**config.mk**
```make
export PLATFORM = sky130hd
export DESIGN_NAME = mode_ctrl_regs
export DESIGN_NICKNAME = d
export VERILOG_FILES = /design/src/verilog/mode_regs_pkg.sv /design/src/verilog/pixel_delay_line.sv /design/src/verilog/mode_ctrl_regs.sv
export SDC_FILE = /design/constraint.sdc
export NUM_CORES = 1
export LEC_CHECK = 0
export ABC_AREA = 1
export CAP_MARGIN = 20
export CELL_PAD_IN_SITES_DETAIL_PLACEMENT = 0
export CELL_PAD_IN_SITES_GLOBAL_PLACEMENT = 1
export CORE_MARGIN = 2
export CORE_UTILIZATION = 45
export CTS_CLUSTER_DIAMETER = 30
export CTS_CLUSTER_SIZE = 14
export DETAILED_ROUTE_END_ITERATION = 10
export DONT_BUFFER_PORTS = 1
export GPL_ROUTABILITY_DRIVEN = 0
export PLACE_DENSITY_LB_ADDON = 0.1
export SLEW_MARGIN = 15
export SYNTH_ARGS = -nofsm -noshare
export SYNTH_HDL_FRONTEND = slang
export SYNTH_SLANG_ARGS = --single-unit
```
**constraint.sdc**
```tcl
create_clock -name i_mclk -period 1.8 [get_ports i_mclk]
set_input_delay 0.09 -clock i_mclk [delete_from_list [all_inputs] [get_ports i_mclk]]
set_output_delay 0.09 -clock i_mclk [all_outputs]
set_load 0.005 [all_outputs]
```
**src/verilog/mode_regs_pkg.sv**
```systemverilog
// Purpose: shared constants for the encoder mode register bank
// Assumes: byte-wide registers addressed by a 5-bit register index
// Notes: offsets and field positions are used by the bank, widths by the delay line
`default_nettype none
package mode_regs_pkg;
	localparam logic [4:0] PATH_DELAY_OFFSET = 5'h02;
	localparam logic [4:0] MODE_DAC_OFFSET = 5'h03;
	localparam logic [4:0] RESTART_OFFSET = 5'h04;
	localparam logic [4:0] FORMAT_OFFSET = 5'h05;
	localparam logic [7:0] PATH_DELAY_RESET = 8'h00;
	localparam logic [7:0] MODE_DAC_RESET = 8'h00;
	localparam logic [7:0] RESTART_RESET = 8'h00;
	localparam logic [7:0] FORMAT_RESET = 8'h00;
	localparam int LUMA_DELAY_LSB = 0;
	localparam int CHROMA_DELAY_LSB = 3;
	localparam int HD_SELECT_BIT = 0;
	localparam int DAC_A_ON_BIT = 3;
	localparam int DAC_B_ON_BIT = 4;
	localparam int DAC_C_ON_BIT = 5;
	localparam int RESTART_BIT = 0;
	localparam int REVISION_BIT = 0;
	localparam int RGB_SELECT_BIT = 1;
	localparam int SYNC_INSERT_BIT = 2;
	localparam int DAC_SWAP_BIT = 3;
	localparam int DELAY_W = 3;
	localparam int MAX_DELAY = 4;
	localparam int PIX_W = 10;
	// arbitrary neutral revision value
	localparam logic REVISION_CODE = 1'b0;
	// writable bit masks, reserved bits read back as zero
	localparam logic [7:0] PATH_DELAY_MASK = 8'h3F;
	localparam logic [7:0] MODE_DAC_MASK = 8'h39;
	localparam logic [7:0] RESTART_MASK = 8'h01;
	localparam logic [7:0] FORMAT_MASK = 8'h0E;
	// sync tip level inserted on colour-difference outputs
	localparam logic [9:0] CHROMA_SYNC_LEVEL = 10'h040;
endpackage : mode_regs_pkg
`default_nettype wire

```
**src/verilog/pixel_delay_line.sv**
```systemverilog
// Purpose: programmable 0..4 pixel delay of one component path
// Assumes: delay code is stable while video runs
// Notes: codes above four clamp to the longest tap
`default_nettype none
module pixel_delay_line (
	input wire logic i_mclk, // pixel clock
	input wire logic i_srst, // synchronous reset
	input wire logic [mode_regs_pkg::DELAY_W-1:0] i_delay, // delay in pixel clocks
	input wire logic [mode_regs_pkg::PIX_W-1:0] i_pix, // input sample
	output logic [mode_regs_pkg::PIX_W-1:0] o_pix // delayed sample, combinational tap
);
	logic [mode_regs_pkg::PIX_W-1:0] tap_reg [1:mode_regs_pkg::MAX_DELAY];
	wire logic [mode_regs_pkg::DELAY_W-1:0] sel;

	// out-of-range codes clamp so the output never goes undefined
	assign sel = (i_delay > 3'(mode_regs_pkg::MAX_DELAY)) ? 3'(mode_regs_pkg::MAX_DELAY) : i_delay;
	// code zero passes the undelayed sample, so the chain itself holds no tap zero
	assign o_pix = (sel == 3'h0) ? i_pix : tap_reg[sel];

	// shift chain, one stage per pixel clock
	genvar g;
	generate
		for (g = 1; g <= mode_regs_pkg::MAX_DELAY; g++) begin : g_tap
			if (g == 1) begin : g_first
				always_ff @(posedge i_mclk) begin
					if (i_srst) begin
						tap_reg[g] <= '0;
					end else begin
						tap_reg[g] <= i_pix;
					end
				end
			end else begin : g_next
				always_ff @(posedge i_mclk) begin
					if (i_srst) begin
						tap_reg[g] <= '0;
					end else begin
						tap_reg[g] <= tap_reg[g-1];
					end
				end
			end
		end
	endgenerate
endmodule : pixel_delay_line
`default_nettype wire

```
**src/verilog/mode_ctrl_regs.sv**
```systemverilog
// Purpose: four encoder mode registers and the video path settings they steer
// Assumes: the serial port decoder presents byte writes and reads on i_mclk
// Notes: delays are relative to the horizontal sync falling edge
//
// Behaviour
// - luma is delayed by the luma delay code, zero to four pixel clocks.
// - both colour-difference paths are delayed by the chroma delay code, zero to four clocks.
// - hd select one means HDTV mode, zero means progressive scan.
// - each DAC enable bit powers its DAC on when one and down when zero.
// - a low-high-low pulse on the restart bit resets the timing counters.
// - rgb input select makes the input port take unsigned RGB, also in async timing.
// - sync pulses go on colour-difference outputs only when enabled and never in RGB.
// - DAC B carries red difference and DAC C blue, exchanged when swap is one.
// - the lowest format bit reads the revision code, not a setting.
// - in async timing, the sync inputs mark horizontal edges and active video.
`default_nettype none
module mode_ctrl_regs (
	input wire logic i_mclk, // pixel clock, 250 MHz
	input wire logic i_srst, // synchronous reset, active high
	input wire logic i_wr_en, // register write strobe from the serial port
	input wire logic i_rd_en, // register read strobe from the serial port
	input wire logic [4:0] i_addr, // register index
	input wire logic [7:0] i_wdata, // write data
	output logic [7:0] o_rdata, // read data, valid the cycle after i_rd_en
	input wire logic i_hsync_n, // horizontal sync pin, falling edge starts line
	input wire logic i_trilevel_sync_input, // tri-level sync marker pin
	input wire logic i_data_valid_input, // active video marker pin
	input wire logic [9:0] i_pix_y, // luma or green sample
	input wire logic [9:0] i_pix_cr, // red difference or red sample
	input wire logic [9:0] i_pix_cb, // blue difference or blue sample
	output logic [9:0] o_dac_a, // DAC A code
	output logic [9:0] o_dac_b, // DAC B code
	output logic [9:0] o_dac_c, // DAC C code
	output logic o_dac_a_on, // DAC A powered
	output logic o_dac_b_on, // DAC B powered
	output logic o_dac_c_on, // DAC C powered
	output logic o_hd_mode, // 1 HDTV, 0 progressive scan
	output logic o_rgb_mode, // input port carries RGB
	output logic o_timing_restart, // one-cycle counter reset pulse
	output logic o_line_start, // pulse at horizontal sync falling edge
	output logic o_active_video // active video window from data valid
);
	logic [7:0] delay_reg;
	logic [7:0] mode_reg;
	logic [7:0] restart_reg;
	logic [7:0] format_reg;
	logic restart_seen_reg;
	logic [2:0] hs_sync_reg;
	logic [1:0] ts_sync_reg;
	logic [1:0] dv_sync_reg;
	logic hs_prev_reg;
	logic [9:0] y_d;
	logic [9:0] cr_d;
	logic [9:0] cb_d;

	wire logic wr_delay;
	wire logic wr_mode;
	wire logic wr_restart;
	wire logic wr_format;
	wire logic [7:0] rd_mux;
	wire logic hs_fall;
	wire logic restart_done;
	wire logic sync_insert;
	wire logic [9:0] pr_out;
	wire logic [9:0] pb_out;

	// address decode for the four mode registers
	assign wr_delay = i_wr_en && (i_addr == mode_regs_pkg::PATH_DELAY_OFFSET);
	assign wr_mode = i_wr_en && (i_addr == mode_regs_pkg::MODE_DAC_OFFSET);
	assign wr_restart = i_wr_en && (i_addr == mode_regs_pkg::RESTART_OFFSET);
	assign wr_format = i_wr_en && (i_addr == mode_regs_pkg::FORMAT_OFFSET);

	// read mux; the format low bit always shows the revision code
	assign rd_mux = (i_addr == mode_regs_pkg::PATH_DELAY_OFFSET) ? delay_reg :
		(i_addr == mode_regs_pkg::MODE_DAC_OFFSET) ? mode_reg :
		(i_addr == mode_regs_pkg::RESTART_OFFSET) ? restart_reg :
		(i_addr == mode_regs_pkg::FORMAT_OFFSET) ?
		{format_reg[7:1], mode_regs_pkg::REVISION_CODE} : 8'h00;

	// register writes; reserved bits are masked off since hosts may not clear them
	always_ff @(posedge i_mclk) begin
		if (i_srst) begin
			delay_reg <= mode_regs_pkg::PATH_DELAY_RESET;
			mode_reg <= mode_regs_pkg::MODE_DAC_RESET;
			restart_reg <= mode_regs_pkg::RESTART_RESET;
			format_reg <= mode_regs_pkg::FORMAT_RESET;
		end else begin
			if (wr_delay) delay_reg <= i_wdata & mode_regs_pkg::PATH_DELAY_MASK;
			if (wr_mode) mode_reg <= i_wdata & mode_regs_pkg::MODE_DAC_MASK;
			if (wr_restart) restart_reg <= i_wdata & mode_regs_pkg::RESTART_MASK;
			if (wr_format) format_reg <= i_wdata & mode_regs_pkg::FORMAT_MASK;
		end
	end

	// read data register
	always_ff @(posedge i_mclk) begin
		if (i_srst) begin
			o_rdata <= 8'h00;
		end else if (i_rd_en) begin
			o_rdata <= rd_mux;
		end
	end

	// restart completes only when the bit returns low after having been high
	assign restart_done = restart_seen_reg && !restart_reg[mode_regs_pkg::RESTART_BIT];

	always_ff @(posedge i_mclk) begin
		if (i_srst) begin
			restart_seen_reg <= 1'b0;
			o_timing_restart <= 1'b0;
		end else begin
			if (restart_reg[mode_regs_pkg::RESTART_BIT]) begin
				restart_seen_reg <= 1'b1;
			end else begin
				restart_seen_reg <= 1'b0;
			end
			o_timing_restart <= restart_done;
		end
	end

	// pin synchronisers; only the second stage is read by logic
	always_ff @(posedge i_mclk) begin
		if (i_srst) begin
			hs_sync_reg <= 3'h7;
			ts_sync_reg <= 2'h0;
			dv_sync_reg <= 2'h0;
			hs_prev_reg <= 1'b1;
		end else begin
			hs_sync_reg <= {hs_sync_reg[1:0], i_hsync_n};
			ts_sync_reg <= {ts_sync_reg[0], i_trilevel_sync_input};
			dv_sync_reg <= {dv_sync_reg[0], i_data_valid_input};
			hs_prev_reg <= hs_sync_reg[1];
		end
	end

	assign hs_fall = hs_prev_reg && !hs_sync_reg[1];

	// line start and active window markers for the timing logic
	always_ff @(posedge i_mclk) begin
		if (i_srst) begin
			o_line_start <= 1'b0;
			o_active_video <= 1'b0;
		end else begin
			o_line_start <= hs_fall;
			o_active_video <= hs_sync_reg[1] && dv_sync_reg[1];
		end
	end

	// per-path delay relative to the sync edge
	pixel_delay_line u_dly_y (
		.i_mclk(i_mclk),
		.i_srst(i_srst),
		.i_delay(delay_reg[mode_regs_pkg::LUMA_DELAY_LSB +: 3]),
		.i_pix(i_pix_y),
		.o_pix(y_d)
	);
	pixel_delay_line u_dly_cr (
		.i_mclk(i_mclk),
		.i_srst(i_srst),
		.i_delay(delay_reg[mode_regs_pkg::CHROMA_DELAY_LSB +: 3]),
		.i_pix(i_pix_cr),
		.o_pix(cr_d)
	);
	pixel_delay_line u_dly_cb (
		.i_mclk(i_mclk),
		.i_srst(i_srst),
		.i_delay(delay_reg[mode_regs_pkg::CHROMA_DELAY_LSB +: 3]),
		.i_pix(i_pix_cb),
		.o_pix(cb_d)
	);

	// sync tip goes on the colour-difference outputs while horizontal sync is low
	assign sync_insert = format_reg[mode_regs_pkg::SYNC_INSERT_BIT] &&
		!format_reg[mode_regs_pkg::RGB_SELECT_BIT] && !hs_sync_reg[1];
	assign pr_out = sync_insert ? mode_regs_pkg::CHROMA_SYNC_LEVEL : cr_d;
	assign pb_out = sync_insert ? mode_regs_pkg::CHROMA_SYNC_LEVEL : cb_d;

	// DAC data; a powered-down DAC is held at zero code
	always_ff @(posedge i_mclk) begin
		if (i_srst) begin
			o_dac_a <= 10'h000;
			o_dac_b <= 10'h000;
			o_dac_c <= 10'h000;
		end else begin
			o_dac_a <= mode_reg[mode_regs_pkg::DAC_A_ON_BIT] ? y_d : 10'h000;
			if (!mode_reg[mode_regs_pkg::DAC_B_ON_BIT]) begin
				o_dac_b <= 10'h000;
			end else if (format_reg[mode_regs_pkg::DAC_SWAP_BIT]) begin
				o_dac_b <= pb_out;
			end else begin
				o_dac_b <= pr_out;
			end
			if (!mode_reg[mode_regs_pkg::DAC_C_ON_BIT]) begin
				o_dac_c <= 10'h000;
			end else if (format_reg[mode_regs_pkg::DAC_SWAP_BIT]) begin
				o_dac_c <= pr_out;
			end else begin
				o_dac_c <= pb_out;
			end
		end
	end

	// mode outputs registered so they change two cycles after the write
	always_ff @(posedge i_mclk) begin
		if (i_srst) begin
			o_dac_a_on <= 1'b0;
			o_dac_b_on <= 1'b0;
			o_dac_c_on <= 1'b0;
			o_hd_mode <= 1'b0;
			o_rgb_mode <= 1'b0;
		end else begin
			o_dac_a_on <= mode_reg[mode_regs_pkg::DAC_A_ON_BIT];
			o_dac_b_on <= mode_reg[mode_regs_pkg::DAC_B_ON_BIT];
			o_dac_c_on <= mode_reg[mode_regs_pkg::DAC_C_ON_BIT];
			o_hd_mode <= mode_reg[mode_regs_pkg::HD_SELECT_BIT];
			o_rgb_mode <= format_reg[mode_regs_pkg::RGB_SELECT_BIT];
		end
	end

	// trilevel marker is synchronised for the async timing generator; unused here otherwise
	wire logic unused_ts;
	assign unused_ts = ts_sync_reg[1];
endmodule : mode_ctrl_regs
`default_nettype wire

```
======== Yosys cells after proc, flatten, opt, wreduce, memory -nomap -nowiden ========
Memory sizes are Yosys's and may differ from the RTL's.
Index checks and enable logic that the tools add are counted.
storage, ports and cells
  bits of input ports ..................... 50
  output and inout port bits .............. 46
  RAM bits ................................ 120
  register bits after elaboration ......... 66
  ROM bits ................................ 0
  latch bits .............................. 0
  memories kept ........................... 3
memory list
  name              depth  bits a word  read ports  clocked after memory_dff  wr ports  RTL line                source
  u_dly_cb.tap_reg  4      10           4           0                         4         pixel_delay_line.sv:12  logic [mode_regs_pkg::PIX_W-1:0] tap_reg [1:mode_regs_pkg::MAX_DELAY];
  u_dly_cr.tap_reg  4      10           4           0                         4         pixel_delay_line.sv:12
  u_dly_y.tap_reg   4      10           4           0                         4         pixel_delay_line.sv:12
cells by class
  shift-type cells ........................ 0
  reductions and logical operators ........ 17
  equal/unequal tests ..................... 4
  add/sub/neg operators ................... 0
  div/mod/pow operators ................... 0
  order comparisons ....................... 2
  multipliers ............................. 0
  bitwise logic cells ..................... 15
  multiplexer cells ....................... 29
operator list
  kind                                                                    number
  10-bit two-way mux                                                      19
  6-bit two-way mux                                                       2
  1-bit OR                                                                12
  5-bit by 2-bit equality test with 1-bit output (second input constant)  2
  5-bit by 3-bit equality test with 1-bit output (second input constant)  2
  1-bit logical AND                                                       9
  4-bit two-way mux                                                       2
  3-bit > comparator (second input constant)                              2
  3-bit logical NOT                                                       2
  3-bit two-way mux                                                       2
  2-bit OR reduction                                                      3
  1-bit two-way mux                                                       4
  1-bit logical NOT                                                       3
  1-bit inverter                                                          3

======== Longest topological paths before layout ========
Gate-level depths: netlist (run 1).
  depth after elaboration ................. 6
  gate-level depth with buffers ........... 12

======== By module ========
From an unflattened synthesis (run 1), not the netlist that was laid out.
second synthesis, totals
  cell total of the unflattened synthesis .. 1,032
  area total of the unflattened synthesis .. 7,465.9 µm²
modules (own cells, without submodules)
  module            area each (µm²)  cells each  instances
  pixel_delay_line  1,725.4          248         3
  mode_ctrl_regs    2,289.7          288         1

======== Least setup slack after synthesis (run 1) ========
No wires, ideal clock.
  kind .................................... register to register
  start ................................... register delay_reg[5]
  end ..................................... register o_dac_b[6]
  path buffers ............................ 2
  library setup time ...................... 0.113 ns
  clock period less this slack ............ 1.353 ns
  data required time ...................... 1.687 ns
  slack ................................... 0.447 ns
  data arrival time ....................... 1.240 ns
  cell stages (with the launch flop) ...... 12
  path through ............................ dfxtp_1 > buf_4 > inv_2 > o21ai_2 > buf_6 > nand2_1 > nand3_1 > nand2_1 > nand2_1 > nand2_1 > nor2_1 > nor2_1
on the way
  longest elaborated chain between the ends .. 6
  elaborated cells between the ends (all ways) .. 10
ends and longest elaborated chain
  what                                                    RTL line                                      source
  start, declared                                         mode_ctrl_regs.sv:43                          logic [7:0] delay_reg;
  start signal, assigned                                  mode_ctrl_regs.sv:83                          delay_reg <= mode_regs_pkg::PATH_DELAY_RESET;
  start signal, assigned                                  mode_ctrl_regs.sv:88                          if (wr_delay) delay_reg <= i_wdata & mode_regs_pkg::PATH_DELAY_MASK;
  3-bit > comparator                                      pixel_delay_line.sv:16                        assign sel = (i_delay > 3'(mode_regs_pkg::MAX_DELAY)) ? 3'(mode_regs_pkg::MAX_DELAY) : i_delay;
  3-bit two-way mux *                                     pixel_delay_line.sv:16
  memory 4 x 10 bit or 3-bit logical NOT (tied branches)  -
  10-bit two-way mux                                      pixel_delay_line.sv:18                        assign o_pix = (sel == 3'h0) ? i_pix : tap_reg[sel];
  10-bit two-way mux, on equally long branches            mode_ctrl_regs.sv:175, mode_ctrl_regs.sv:176
  10-bit two-way mux *                                    mode_ctrl_regs.sv:188                         end else if (format_reg[mode_regs_pkg::DAC_SWAP_BIT]) begin
  end signal, assigned                                    mode_ctrl_regs.sv:189                         o_dac_b <= pb_out;
  end signal, assigned                                    mode_ctrl_regs.sv:191                         o_dac_b <= pr_out;
  end, declared                                           mode_ctrl_regs.sv:32                          output logic [9:0] o_dac_b,
Every way passes the cells marked *; elsewhere a longest branch is shown, timed or not.
A chain may end at the register's enable or synchronous reset.

======== Worst setup path in the final report (run 1) ========
  start ................................... register delay_reg[3]
  end ..................................... register o_dac_b[3]
Same word-level chain as after synthesis.

==> flow_summary_export.csv, run 1 <==
group,metric,value,unit
run_status,status,"complete, no violations",
power,intPower,6.71,mW
critical_path,critPathRequiredTime,2.13,ns
power,clkPwrFrac,45.0,%
finish,syn2layout_area_growth,25.4,%
power,p_sw_share,22.7,%
floorplanning,die_y,128,µm
timing,skew,0.00985,ns
job,drv_cap,0,
power,total_power,8.68,mW
yosys,yosysWarnings,0,
finish,regArea,0.00368,mm²
finish,fin_nets,1088,
yosys,synthDistinctLibCells,28,
timing,period_share,90.2,%
global_route,grt_usage,22.7,%
drt,drc,0,
yosys,synth-seq-cells,184,
global_route,grt_pass1_wl,29.2,mm
timing,max_freq,0.616,GHz
hold_path,whs_path_depth,4,
drt,vias,6027,
finish,multi_input_area,0.00239,mm²
timing,worst_slew_pin_slew,0.509,ns
cts,cts_resized,0,
critical_path,reg2reg_slack,0.18,ns
placement,hpwl,10.9,mm
timing,whs,0.0182,ns
critical_path,path_class,"reg2reg",
timing,final-hold-violation-count,0,
power,irDropWorstVdd,0.832,mV
finish,final_cell_mix,"dfxtp_1, nor2_1, inv_1",
cts,clock-sinks,184,
global_route,antenna_found_initial,0,
cts,cts_max_level,4,
timing,period_minus_slack,1.62,ns
global_route,overflow,0,
critical_path,rr_startpoint,"delay_reg[3]",
drt,via_per_inst,4.86,
critical_path,cp_max_fo,10,
drt,wl_per_cell,14.6,µm
critical_path,end_kind,"flop",
floorplanning,core_area,0.0151,mm²
critical_path,ff2ff_path_depth,11,
floorplanning,dieArea,0.0165,mm²
finish,final-instance-count-excl-fill,1239,
drt,ant_nets,0,
critical_path,reg2reg_to,"o_dac_b[3]",
finish,n_antenna_cell,0,
finish,final_util,57.7,%
power,powerDensity,993,mW/mm²
yosys,synth_area_per_cell,7.33,µm²
cts,cts_tree,"built",
power,power_switching,1.97,mW
critical_path,cp-start-kind,"flop",
floorplanning,initial_core_util,46.0,%
global_route,grt_pass1_vias,5969,
finish,n_fill_cell,1438,
hold_path,worstHoldEndpoint,"o_dac_b[8]",
timing,maxSlewHeadroom,66.0,%
timing,rsz0062_at_grt,"false",
drt,drt_iter0_markers,269,
cts,cts_buffers,17,
yosys,ys_seq_area_share,52.8,%
hold_path,worstHoldStart,"i_pix_cr[8]",
power,p_leak,3.94,nW
placement,dp.cells,1121,
finish,final_common_cell,"dfxtp_1",
drt,first_pass_iters,6,
timing,setup_violations,0,
cts,clockBufferDepth,2,
power,combPwrFrac,6.3,%
critical_path,cp.arrival,1.95,ns
floorplanning,rows,45,
power,seqPwrFrac,48.7,%
cts,clockRootBuffer,"clkbuf_16",
cts,insertion_delay,0.44,ns
finish,layout-drive-gt1-share,7.23,%
yosys,synthCells,951,
timing,slew_violations,0,
drt,wl,18.0,mm
placement,io_buffers,0,
hold_path,min_path_type,"in2reg",
timing,tns,0,ns
cts,clk_pin_slew,0.07,ns
yosys,syn-cell-area,0.00697,mm²
floorplanning,pin_count,96,
global_route,grt_max_degree,91,
floorplanning,die_x,128,µm
## how the worst max path moves through the flow
stage	end	startpoint	cells after the start	slack (ns)
after detailed placement	o_dac_b[0]	delay_reg[3]	11	0.17
after global routing	o_dac_b[5]	delay_reg[3]	11	0.008
after global placement	o_dac_b[0]	delay_reg[3]	11	0.21
after CTS	o_dac_b[0]	delay_reg[3]	11	0.15
final	o_dac_b[3]	delay_reg[3]	11	0.18
after floorplan	o_dac_b[6]	delay_reg[5]	11	0.45
## power groups by stage
stage	Clock, mW	Sequential (mW)	Combinational (mW)
floorplan	0	4.31	0.329
global placement	0	4.32	0.368
detailed placement	0	4.32	0.377
CTS	3.98	4.23	0.543
global route	4.14	4.24	0.617
finish	3.91	4.23	0.543
## timing repair
| action | 4_1_cts | 5_1_grt |
|---|---|---|
| buffers inserted | 0 | 0 |
| endpoints found under the hold margin | 178 | 0 |
| hold buffers | 86 | 0 |
## synth_stat cells
master	number	area, µm²
o221ai_1	3	26.3
o21a_1	4	30.0
a31oi_1	2	12.5
inv_1	175	657
a211oi_1	5	37.5
o22ai_1	6	37.5
o21ai_0	51	255
a21oi_2	1	8.76
nand3_1	22	110
o211ai_1	8	60.1
nor2_4	2	22.5
o21ai_2	2	17.5
nand2_1	156	586
o21ai_1	2	10.0
nand2_2	1	6.26
inv_2	2	7.51
nor2_2	4	25.0
or2_2	2	12.5
conb_1	1	3.75
clkbuf_1	27	101
a21oi_1	88	440
buf_2	13	65.1
nor3_1	1	5.00
buf_1	2	7.51
buf_6	4	45.0
dfxtp_1	184	3680
nor2_1	180	676
buf_4	3	22.5
## cells by family after synthesis
family	Yosys count	share of synthesized area, %
AO/OA/AOI/OAI	172	13.4
buffers and inverters	226	13.0
flip-flops	184	52.8
other	1	0.0538
AND/OR/NAND/NOR	368	20.7
## per-stage QoR
stage | instance area (µm²) | setup WS [ns]
floorplan | 6980 | 0.447
global placement | 7240 | 0.213
detailed placement | 7240 | 0.170
CTS | 8740 | 0.152
global route | 8740 | 0.00803
finish | 8740 | 0.176
## worst max-delay path: stages, from the launching register on
cell	delay [ns]
dfxtp_1	0.45
buf_4	0.25
o21ai_2	0.08
buf_4	0.17
nand2_1	0.06
nand2_1	0.05
nand2_1	0.07
nand2_1	0.05
nand2_1	0.17
nand2_1	0.08
nand2_1	0.06
nor2_1	0.04
## metal layers
metal / GRT usage (%) / routed length [µm] / vias up
li1: - / - / 3060
met1: 26.5 / 7750 / 2811
met2: 40.4 / 9100 / 130
met3: 4.70 / 661 / 26
met4: 10.1 / 536 / 0
met5: 0 / 0 / -
## layout make-up
type / instances / share of cell area [%]
Timing Repair Buffer: 116 / 13.2
Multi-Input combinational cell: 542 / 27.3
Inverter: 177 / 7.60
Clock inverter: 12 / 1.87
Clock buffer: 20 / 5.22
Sequential cell: 184 / 42.1
Tap cell: 188 / 2.69
(Power assumes the default switching activity.)
==> run 2: changes to the inputs <==
--- a/config.mk
+++ b/config.mk
@@ -9,7 +9,7 @@
 export CAP_MARGIN = 20
 export CELL_PAD_IN_SITES_DETAIL_PLACEMENT = 0
 export CELL_PAD_IN_SITES_GLOBAL_PLACEMENT = 1
-export CORE_MARGIN = 2
+export CORE_MARGIN = 3
 export CORE_UTILIZATION = 45
 export CTS_CLUSTER_DIAMETER = 30
 export CTS_CLUSTER_SIZE = 14
@@ -17,6 +17,7 @@
 export DONT_BUFFER_PORTS = 1
 export GPL_ROUTABILITY_DRIVEN = 0
 export PLACE_DENSITY_LB_ADDON = 0.1
+export SKIP_CTS_REPAIR_TIMING = 1
 export SLEW_MARGIN = 15
 export SYNTH_ARGS = -nofsm -noshare
 export SYNTH_HDL_FRONTEND = slang
==> run 2 against run 1 <==
Effect of this change:
- the run now ends with hold timing left
- register-to-register slack is essentially flat
- sequential share of layout area rose by 0.77 points
- sequential power about the same
- flip-flop and latch count did not move
- hold slack worse by 0.054 ns
- maximum frequency is 0.60% lower
- critical endpoint is now o_dac_b[4]
==> flow_summary_export.csv, run 2 (synthesis gave the netlist of run 1 again) <==
group,metric,value,unit
finish,n_antenna_cell,0,
timing,worst_slew_pin_slew,0.696,ns
timing,skew,0.0117,ns
run_status,status,"finished with violations",
run_status,violations,"hold timing",
cts,insertion_delay,0.42,ns
critical_path,cp-start-kind,"flop",
global_route,grt_pass1_vias,5571,
cts,cts_tree,"built",
power,p_leak,3.87,nW
critical_path,critPathRequiredTime,2.16,ns
power,irDropWorstVdd,0.710,mV
global_route,antenna_found_initial,0,
critical_path,end_kind,"flop",
cts,cts_buffers,17,
floorplanning,rows,44,
global_route,grt_max_degree,136,
timing,whs,-0.0356,ns
global_route,grt_usage,20.1,%
cts,clk_pin_slew,0.06,ns
drt,via_per_inst,4.86,
drt,ant_nets,0,
timing,period_share,90.8,%
global_route,grt_pass1_wl,26.7,mm
cts,clock-sinks,184,
floorplanning,initial_core_util,46.9,%
hold_path,min_path_type,"in2reg",
floorplanning,dieArea,0.0170,mm²
drt,wl_per_cell,14.5,µm
timing,period_minus_slack,1.63,ns
job,drv_cap,0,
cts,clockRootBuffer,"clkbuf_16",
placement,hpwl,11.0,mm
floorplanning,die_x,130,µm
drt,first_pass_iters,5,
timing,maxSlewHeadroom,53.5,%
cts,cts_max_level,4,
floorplanning,pin_count,96,
timing,tns,0,ns
finish,final_cell_mix,"dfxtp_1, nor2_1, inv_1",
timing,final-hold-violation-count,15,
timing,setup_violations,0,
timing,slew_violations,0,
drt,drc,0,
floorplanning,core_area,0.0149,mm²
floorplanning,die_y,130,µm
finish,syn2layout_area_growth,23.2,%
timing,max_freq,0.612,GHz
critical_path,cp.arrival,1.99,ns
power,powerDensity,958,mW/mm²
drt,wl,17.8,mm
critical_path,path_class,"reg2reg",
drt,vias,5968,
critical_path,cp_max_fo,16,
timing,rsz0062_at_grt,"false",
drt,drt_iter0_markers,328,
power,total_power,8.23,mW
placement,io_buffers,0,
cts,clockBufferDepth,2,
finish,final_common_cell,"dfxtp_1",
finish,layout-drive-gt1-share,6.89,%
finish,fin_nets,1083,
global_route,overflow,0,
==> run 2: changes by cell type in the layout (fill, tap and decap cells not counted), sizes merged <==
| cell | before | now |
|---|---|---|
| clkinvlp | 1 | 2 |
| bufinv | 3 | 1 |
| buf | 31 | 29 |
| inv | 181 | 179 |
| dlygate4sd3 | 85 | 82 |
| clkinv | 4 | 6 |
==> run 2: layer usage <==
metal | vias up | global-route usage [%] | part of all wire, %
met2 | 113 | 34.8 | 51
li1 | 3046 | - | -
met5 | - | 0 | 0
met1 | 2789 | 23.6 | 43
met4 | 0 | 7.86 | 1.3
met3 | 20 | 5.49 | 4.4
==> run 2: power breakdown <==
group | internal, mW | leakage, nW | switching [mW]
logic | 0.234 | 2.10 | 0.295
registers | 4.18 | 1.50 | 0.0456
clock network | 1.94 | 0.266 | 1.53
total | 6.36 | 3.87 | 1.87
==> run 2: final timing paths <==
path | slack [ns] | startpoint | end | cells after the start
min reg2reg | 0.42 | dv_sync_reg[0] | dv_sync_reg[1] | 2
max reg2reg | 0.17 | delay_reg[4] | o_dac_b[4] | 9
min | -0.04 | i_pix_cr[3] | o_dac_c[3] | 4
max | 0.17 | delay_reg[4] | o_dac_b[4] | 9
==> run 2: critical path, cell delays in order (launching register included) <==
cell and delay (ns):
dfxtp_1 0.50, inv_2 0.23, buf_4 0.24, a21oi_1 0.13, nand2_1 0.07, nand2_1 0.05
nand2_1 0.11, nand2_1 0.08, nand2_1 0.06, nor2_1 0.10
==> run 2: area by class of cell <==
class,count,area (µm²)
inverter,177,664
clock inverter,11,100
multi-input combinational,542,2390
tap,184,230
sequential,184,3680
timing repair buffer,111,1070
clock buffer,20,447
fill,1402,6280
==> run 2: stage by stage <==
stage	instances	setup WS (ns)	hold slack (ns)	utilization (%)	cell area, µm²
floorplan	952	0.447	0.194	-	6980
global placement	1115	0.183	0.177	48.4	7190
detailed placement	1115	0.106	0.179	48.4	7190
CTS	1146	0.111	-0.276	52.0	7730
global route	1229	0.0341	0.00323	57.8	8590
finish	1229	0.166	-0.0356	57.8	8590
==> run 3: changes to the inputs <==
--- a/config.mk
+++ b/config.mk
@@ -5,18 +5,18 @@
 export SDC_FILE = /design/constraint.sdc
 export NUM_CORES = 1
 export LEC_CHECK = 0
-export ABC_AREA = 1
 export CAP_MARGIN = 20
 export CELL_PAD_IN_SITES_DETAIL_PLACEMENT = 0
 export CELL_PAD_IN_SITES_GLOBAL_PLACEMENT = 1
 export CORE_MARGIN = 3
-export CORE_UTILIZATION = 45
+export CORE_UTILIZATION = 48
 export CTS_CLUSTER_DIAMETER = 30
 export CTS_CLUSTER_SIZE = 14
 export DETAILED_ROUTE_END_ITERATION = 10
 export DONT_BUFFER_PORTS = 1
 export GPL_ROUTABILITY_DRIVEN = 0
 export PLACE_DENSITY_LB_ADDON = 0.1
+export SETUP_SLACK_MARGIN = 0.4
 export SKIP_CTS_REPAIR_TIMING = 1
 export SLEW_MARGIN = 15
 export SYNTH_ARGS = -nofsm -noshare
==> run 3 against run 2 <==
Effect of this change:
- the flow still finishes with violations (hold timing)
- total power rose by 2.4%
- utilization grew 8.4 points
- die area fell by 13%
- register-to-register slack improved by 0.12 ns
- design area is 0.77% lower
- clock skew is 0.0024 ns lower
- final cell count down 25%
- largest cell class unchanged
==> flow_summary_export.csv, run 3 <==
group,metric,value,unit
run_status,status,"finished with violations",
run_status,violations,"hold timing",
finish,regArea,0.00370,mm²
finish,n_fill_cell,1054,
global_route,grt_pass1_wl,21.9,mm
timing,period_minus_slack,1.52,ns
timing,skew,0.00933,ns
yosys,synth-seq-cells,184,
timing,whs,-0.0273,ns
finish,design_area,0.00852,mm²
critical_path,reg2reg_slack,0.28,ns
drt,wl_per_cell,17.6,µm
hold_path,whs_path_depth,3,
power,clkPwrFrac,44.9,%
cts,clockRootBuffer,"clkbuf_16",
timing,period_share,84.2,%
drt,drc,0,
finish,n_antenna_cell,0,
power,seqPwrFrac,50.2,%
floorplanning,core_area,0.0129,mm²
cts,insertion_delay,0.42,ns
yosys,yosysTopAreaCell,"dfxtp_1",
yosys,synthDistinctLibCells,35,
global_route,globalRouteMet3Util,5.99,%
power,power_switching,1.81,mW
critical_path,critPathRequiredTime,2.15,ns
power,intPower,6.62,mW
critical_path,cp.arrival,1.86,ns
yosys,yosysWarnings,0,
floorplanning,initial_core_util,50.0,%
finish,fin_nets,785,
placement,hpwl,8.73,mm
power,irDropWorstVdd,0.837,mV
finish,syn2layout_area_growth,32.3,%
drt,drt_iter0_markers,335,
yosys,synth_common_cells,"dfxtp_1, nor2b_1, mux2i_1, nor2_1, clkbuf_1",
hold_path,worstHoldEndpoint,"format_reg[3]",
hold_path,worstHoldStart,"i_wr_en",
yosys,synth_flop_cell,"dfxtp_1",
cts,clockBufferDepth,2,
drt,via_per_inst,5.36,
power,total_power,8.43,mW
yosys,synth-edff-count,0,
global_route,grt_pass1_vias,4213,
finish,final_util,66.2,%
global_route,antenna_found_initial,0,
floorplanning,die_y,122,µm
placement,io_buffers,0,
placement,placedInstanceArea,0.00655,mm²
timing,worst_slew_pin_slew,0.549,ns
global_route,use_met1,24.0,%
timing,final-hold-violation-count,2,
critical_path,end_kind,"flop",
drt,ant_nets,0,
yosys,synth_area_leaders,"dfxtp_1, nor2b_1, mux2i_1",
cts,cts_max_level,4,
placement,dp.cells,764,
critical_path,cp_max_fo,9,
power,powerDensity,989,mW/mm²
floorplanning,rows,41,
cts,clock-sinks,184,
global_route,overflow,0,
drt,wl,16.2,mm
global_route,grt_max_degree,154,
finish,final-instance-count-excl-fill,920,
critical_path,cp-start-kind,"flop",
global_route,grt_usage,19.0,%
yosys,syn-cell-area,0.00644,mm²
yosys,synth_area_per_cell,10.3,µm²
timing,slew_violations,0,
drt,first_pass_iters,5,
timing,maxSlewHeadroom,63.4,%
critical_path,reg2reg_to,"o_dac_b[0]",
critical_path,rr_startpoint,"delay_reg[4]",
cts,clk_pin_slew,0.07,ns
global_route,grt_util_met2,31.1,%
placement,place_ws,0.101,ns
finish,final_cell_mix,"dfxtp_1, nor2b_1, dlygate4sd3_1",
global_route,top_usage_layer,"met2",
finish,layout-drive-gt1-share,9.36,%
yosys,ys_seq_area_share,57.2,%
timing,tns,0,ns
cts,cts_buffers,17,
job,drv_cap,0,
power,p_sw_share,21.5,%
critical_path,ff2ff_path_depth,5,
yosys,synthCells,627,
cts,cts_tree,"built",
timing,setup_violations,0,
floorplanning,dieArea,0.0148,mm²
timing,setup_slack,0.285,ns
drt,vias,4935,
power,combPwrFrac,4.9,%
floorplanning,die_x,122,µm
critical_path,path_class,"reg2reg",
finish,multi_input_area,0.00249,mm²
finish,final_common_cell,"dfxtp_1",
yosys,yosys.area.top_type_share,57.2,%
timing,rsz0062_at_grt,"true",
hold_path,min_path_type,"in2reg",
yosys,yosysMostFrequentCell,"dfxtp_1",
power,p_leak,3.33,nW
timing,max_freq,0.660,GHz
floorplanning,pin_count,96,
yosys,async_reset_ff_share,0,%
==> run 3: cell count changes in the layout (fill, tap and decap cells not counted), moves of 18 or more <==
| cell | before | now |
|---|---|---|
| a21oi_1 | 88 | 13 |
| a222oi_1 | 0 | 18 |
| buf_4 | 27 | 8 |
| dlygate4sd3_1 | 82 | 115 |
| inv_1 | 175 | 21 |
| mux2i_1 | 0 | 41 |
| nand2_1 | 156 | 23 |
| nor2_1 | 180 | 37 |
| nor2b_1 | 0 | 129 |
| o21ai_0 | 51 | 0 |
==> run 3: cell families (layout without fill, tap and decap cells) <==
logic type,Yosys count,count (layout),synth area share [%]
other,1,2,0.0582
buffers and inverters,69,188,4.93
and+or+nand+nor,236,237,20.1
muxes,42,42,6.72
AOI/OAI and AO/OA,95,95,11.0
DFF,184,184,57.2
==> run 3: layout make-up <==
type                            instances  area share [%]
Clock inverter                         15            2.06
Sequential cell                       184            43.4
Timing Repair Buffer                  135            16.9
Clock buffer                           17            4.99
Inverter                               21           0.925
Multi-Input combinational cell        376            29.2
Tap cell                              172            2.53
==> run 3: power groups by stage <==
stage | clock (mW) | sequential (mW) | combinational [mW]
finish | 3.79 | 4.23 | 0.411
global route | 4.01 | 4.24 | 0.453
CTS | 3.83 | 4.23 | 0.226
detailed placement | 0 | 4.32 | 0.224
global placement | 0 | 4.32 | 0.217
floorplan | 0 | 4.30 | 0.244
==> run 3: worst max path at each step <==
stage / from / to / slack, ns / depth (start not counted)
6_report: delay_reg[4] / o_dac_b[0] / 0.28 / 5
5_1_grt: delay_reg[4] / o_dac_c[4] / 0.22 / 5
4_1_cts: delay_reg[5] / o_dac_b[1] / 0.08 / 4
3_5_place_dp: delay_reg[5] / o_dac_b[1] / 0.10 / 4
3_3_place_gp: delay_reg[5] / o_dac_b[1] / 0.15 / 4
2_1_floorplan: delay_reg[4] / o_dac_c[9] / 0.42 / 7
==> run 3: worst max-delay path: stages, from the launching register on <==
cell      delay (ns)
dfxtp_4         0.39
buf_12          0.15
and2_4          0.19
a222oi_1        0.34
o211ai_1        0.17
o22ai_1         0.17
==> run 3: metal layers <==
metal / wire length (µm) / vias up / part of all wire (%)
met1: 6920 / 2422 / 43
met5: 0 / - / 0
li1: - / 2351 / -
met3: 898 / 23 / 5.5
met2: 8140 / 139 / 50
met4: 225 / 0 / 1.4
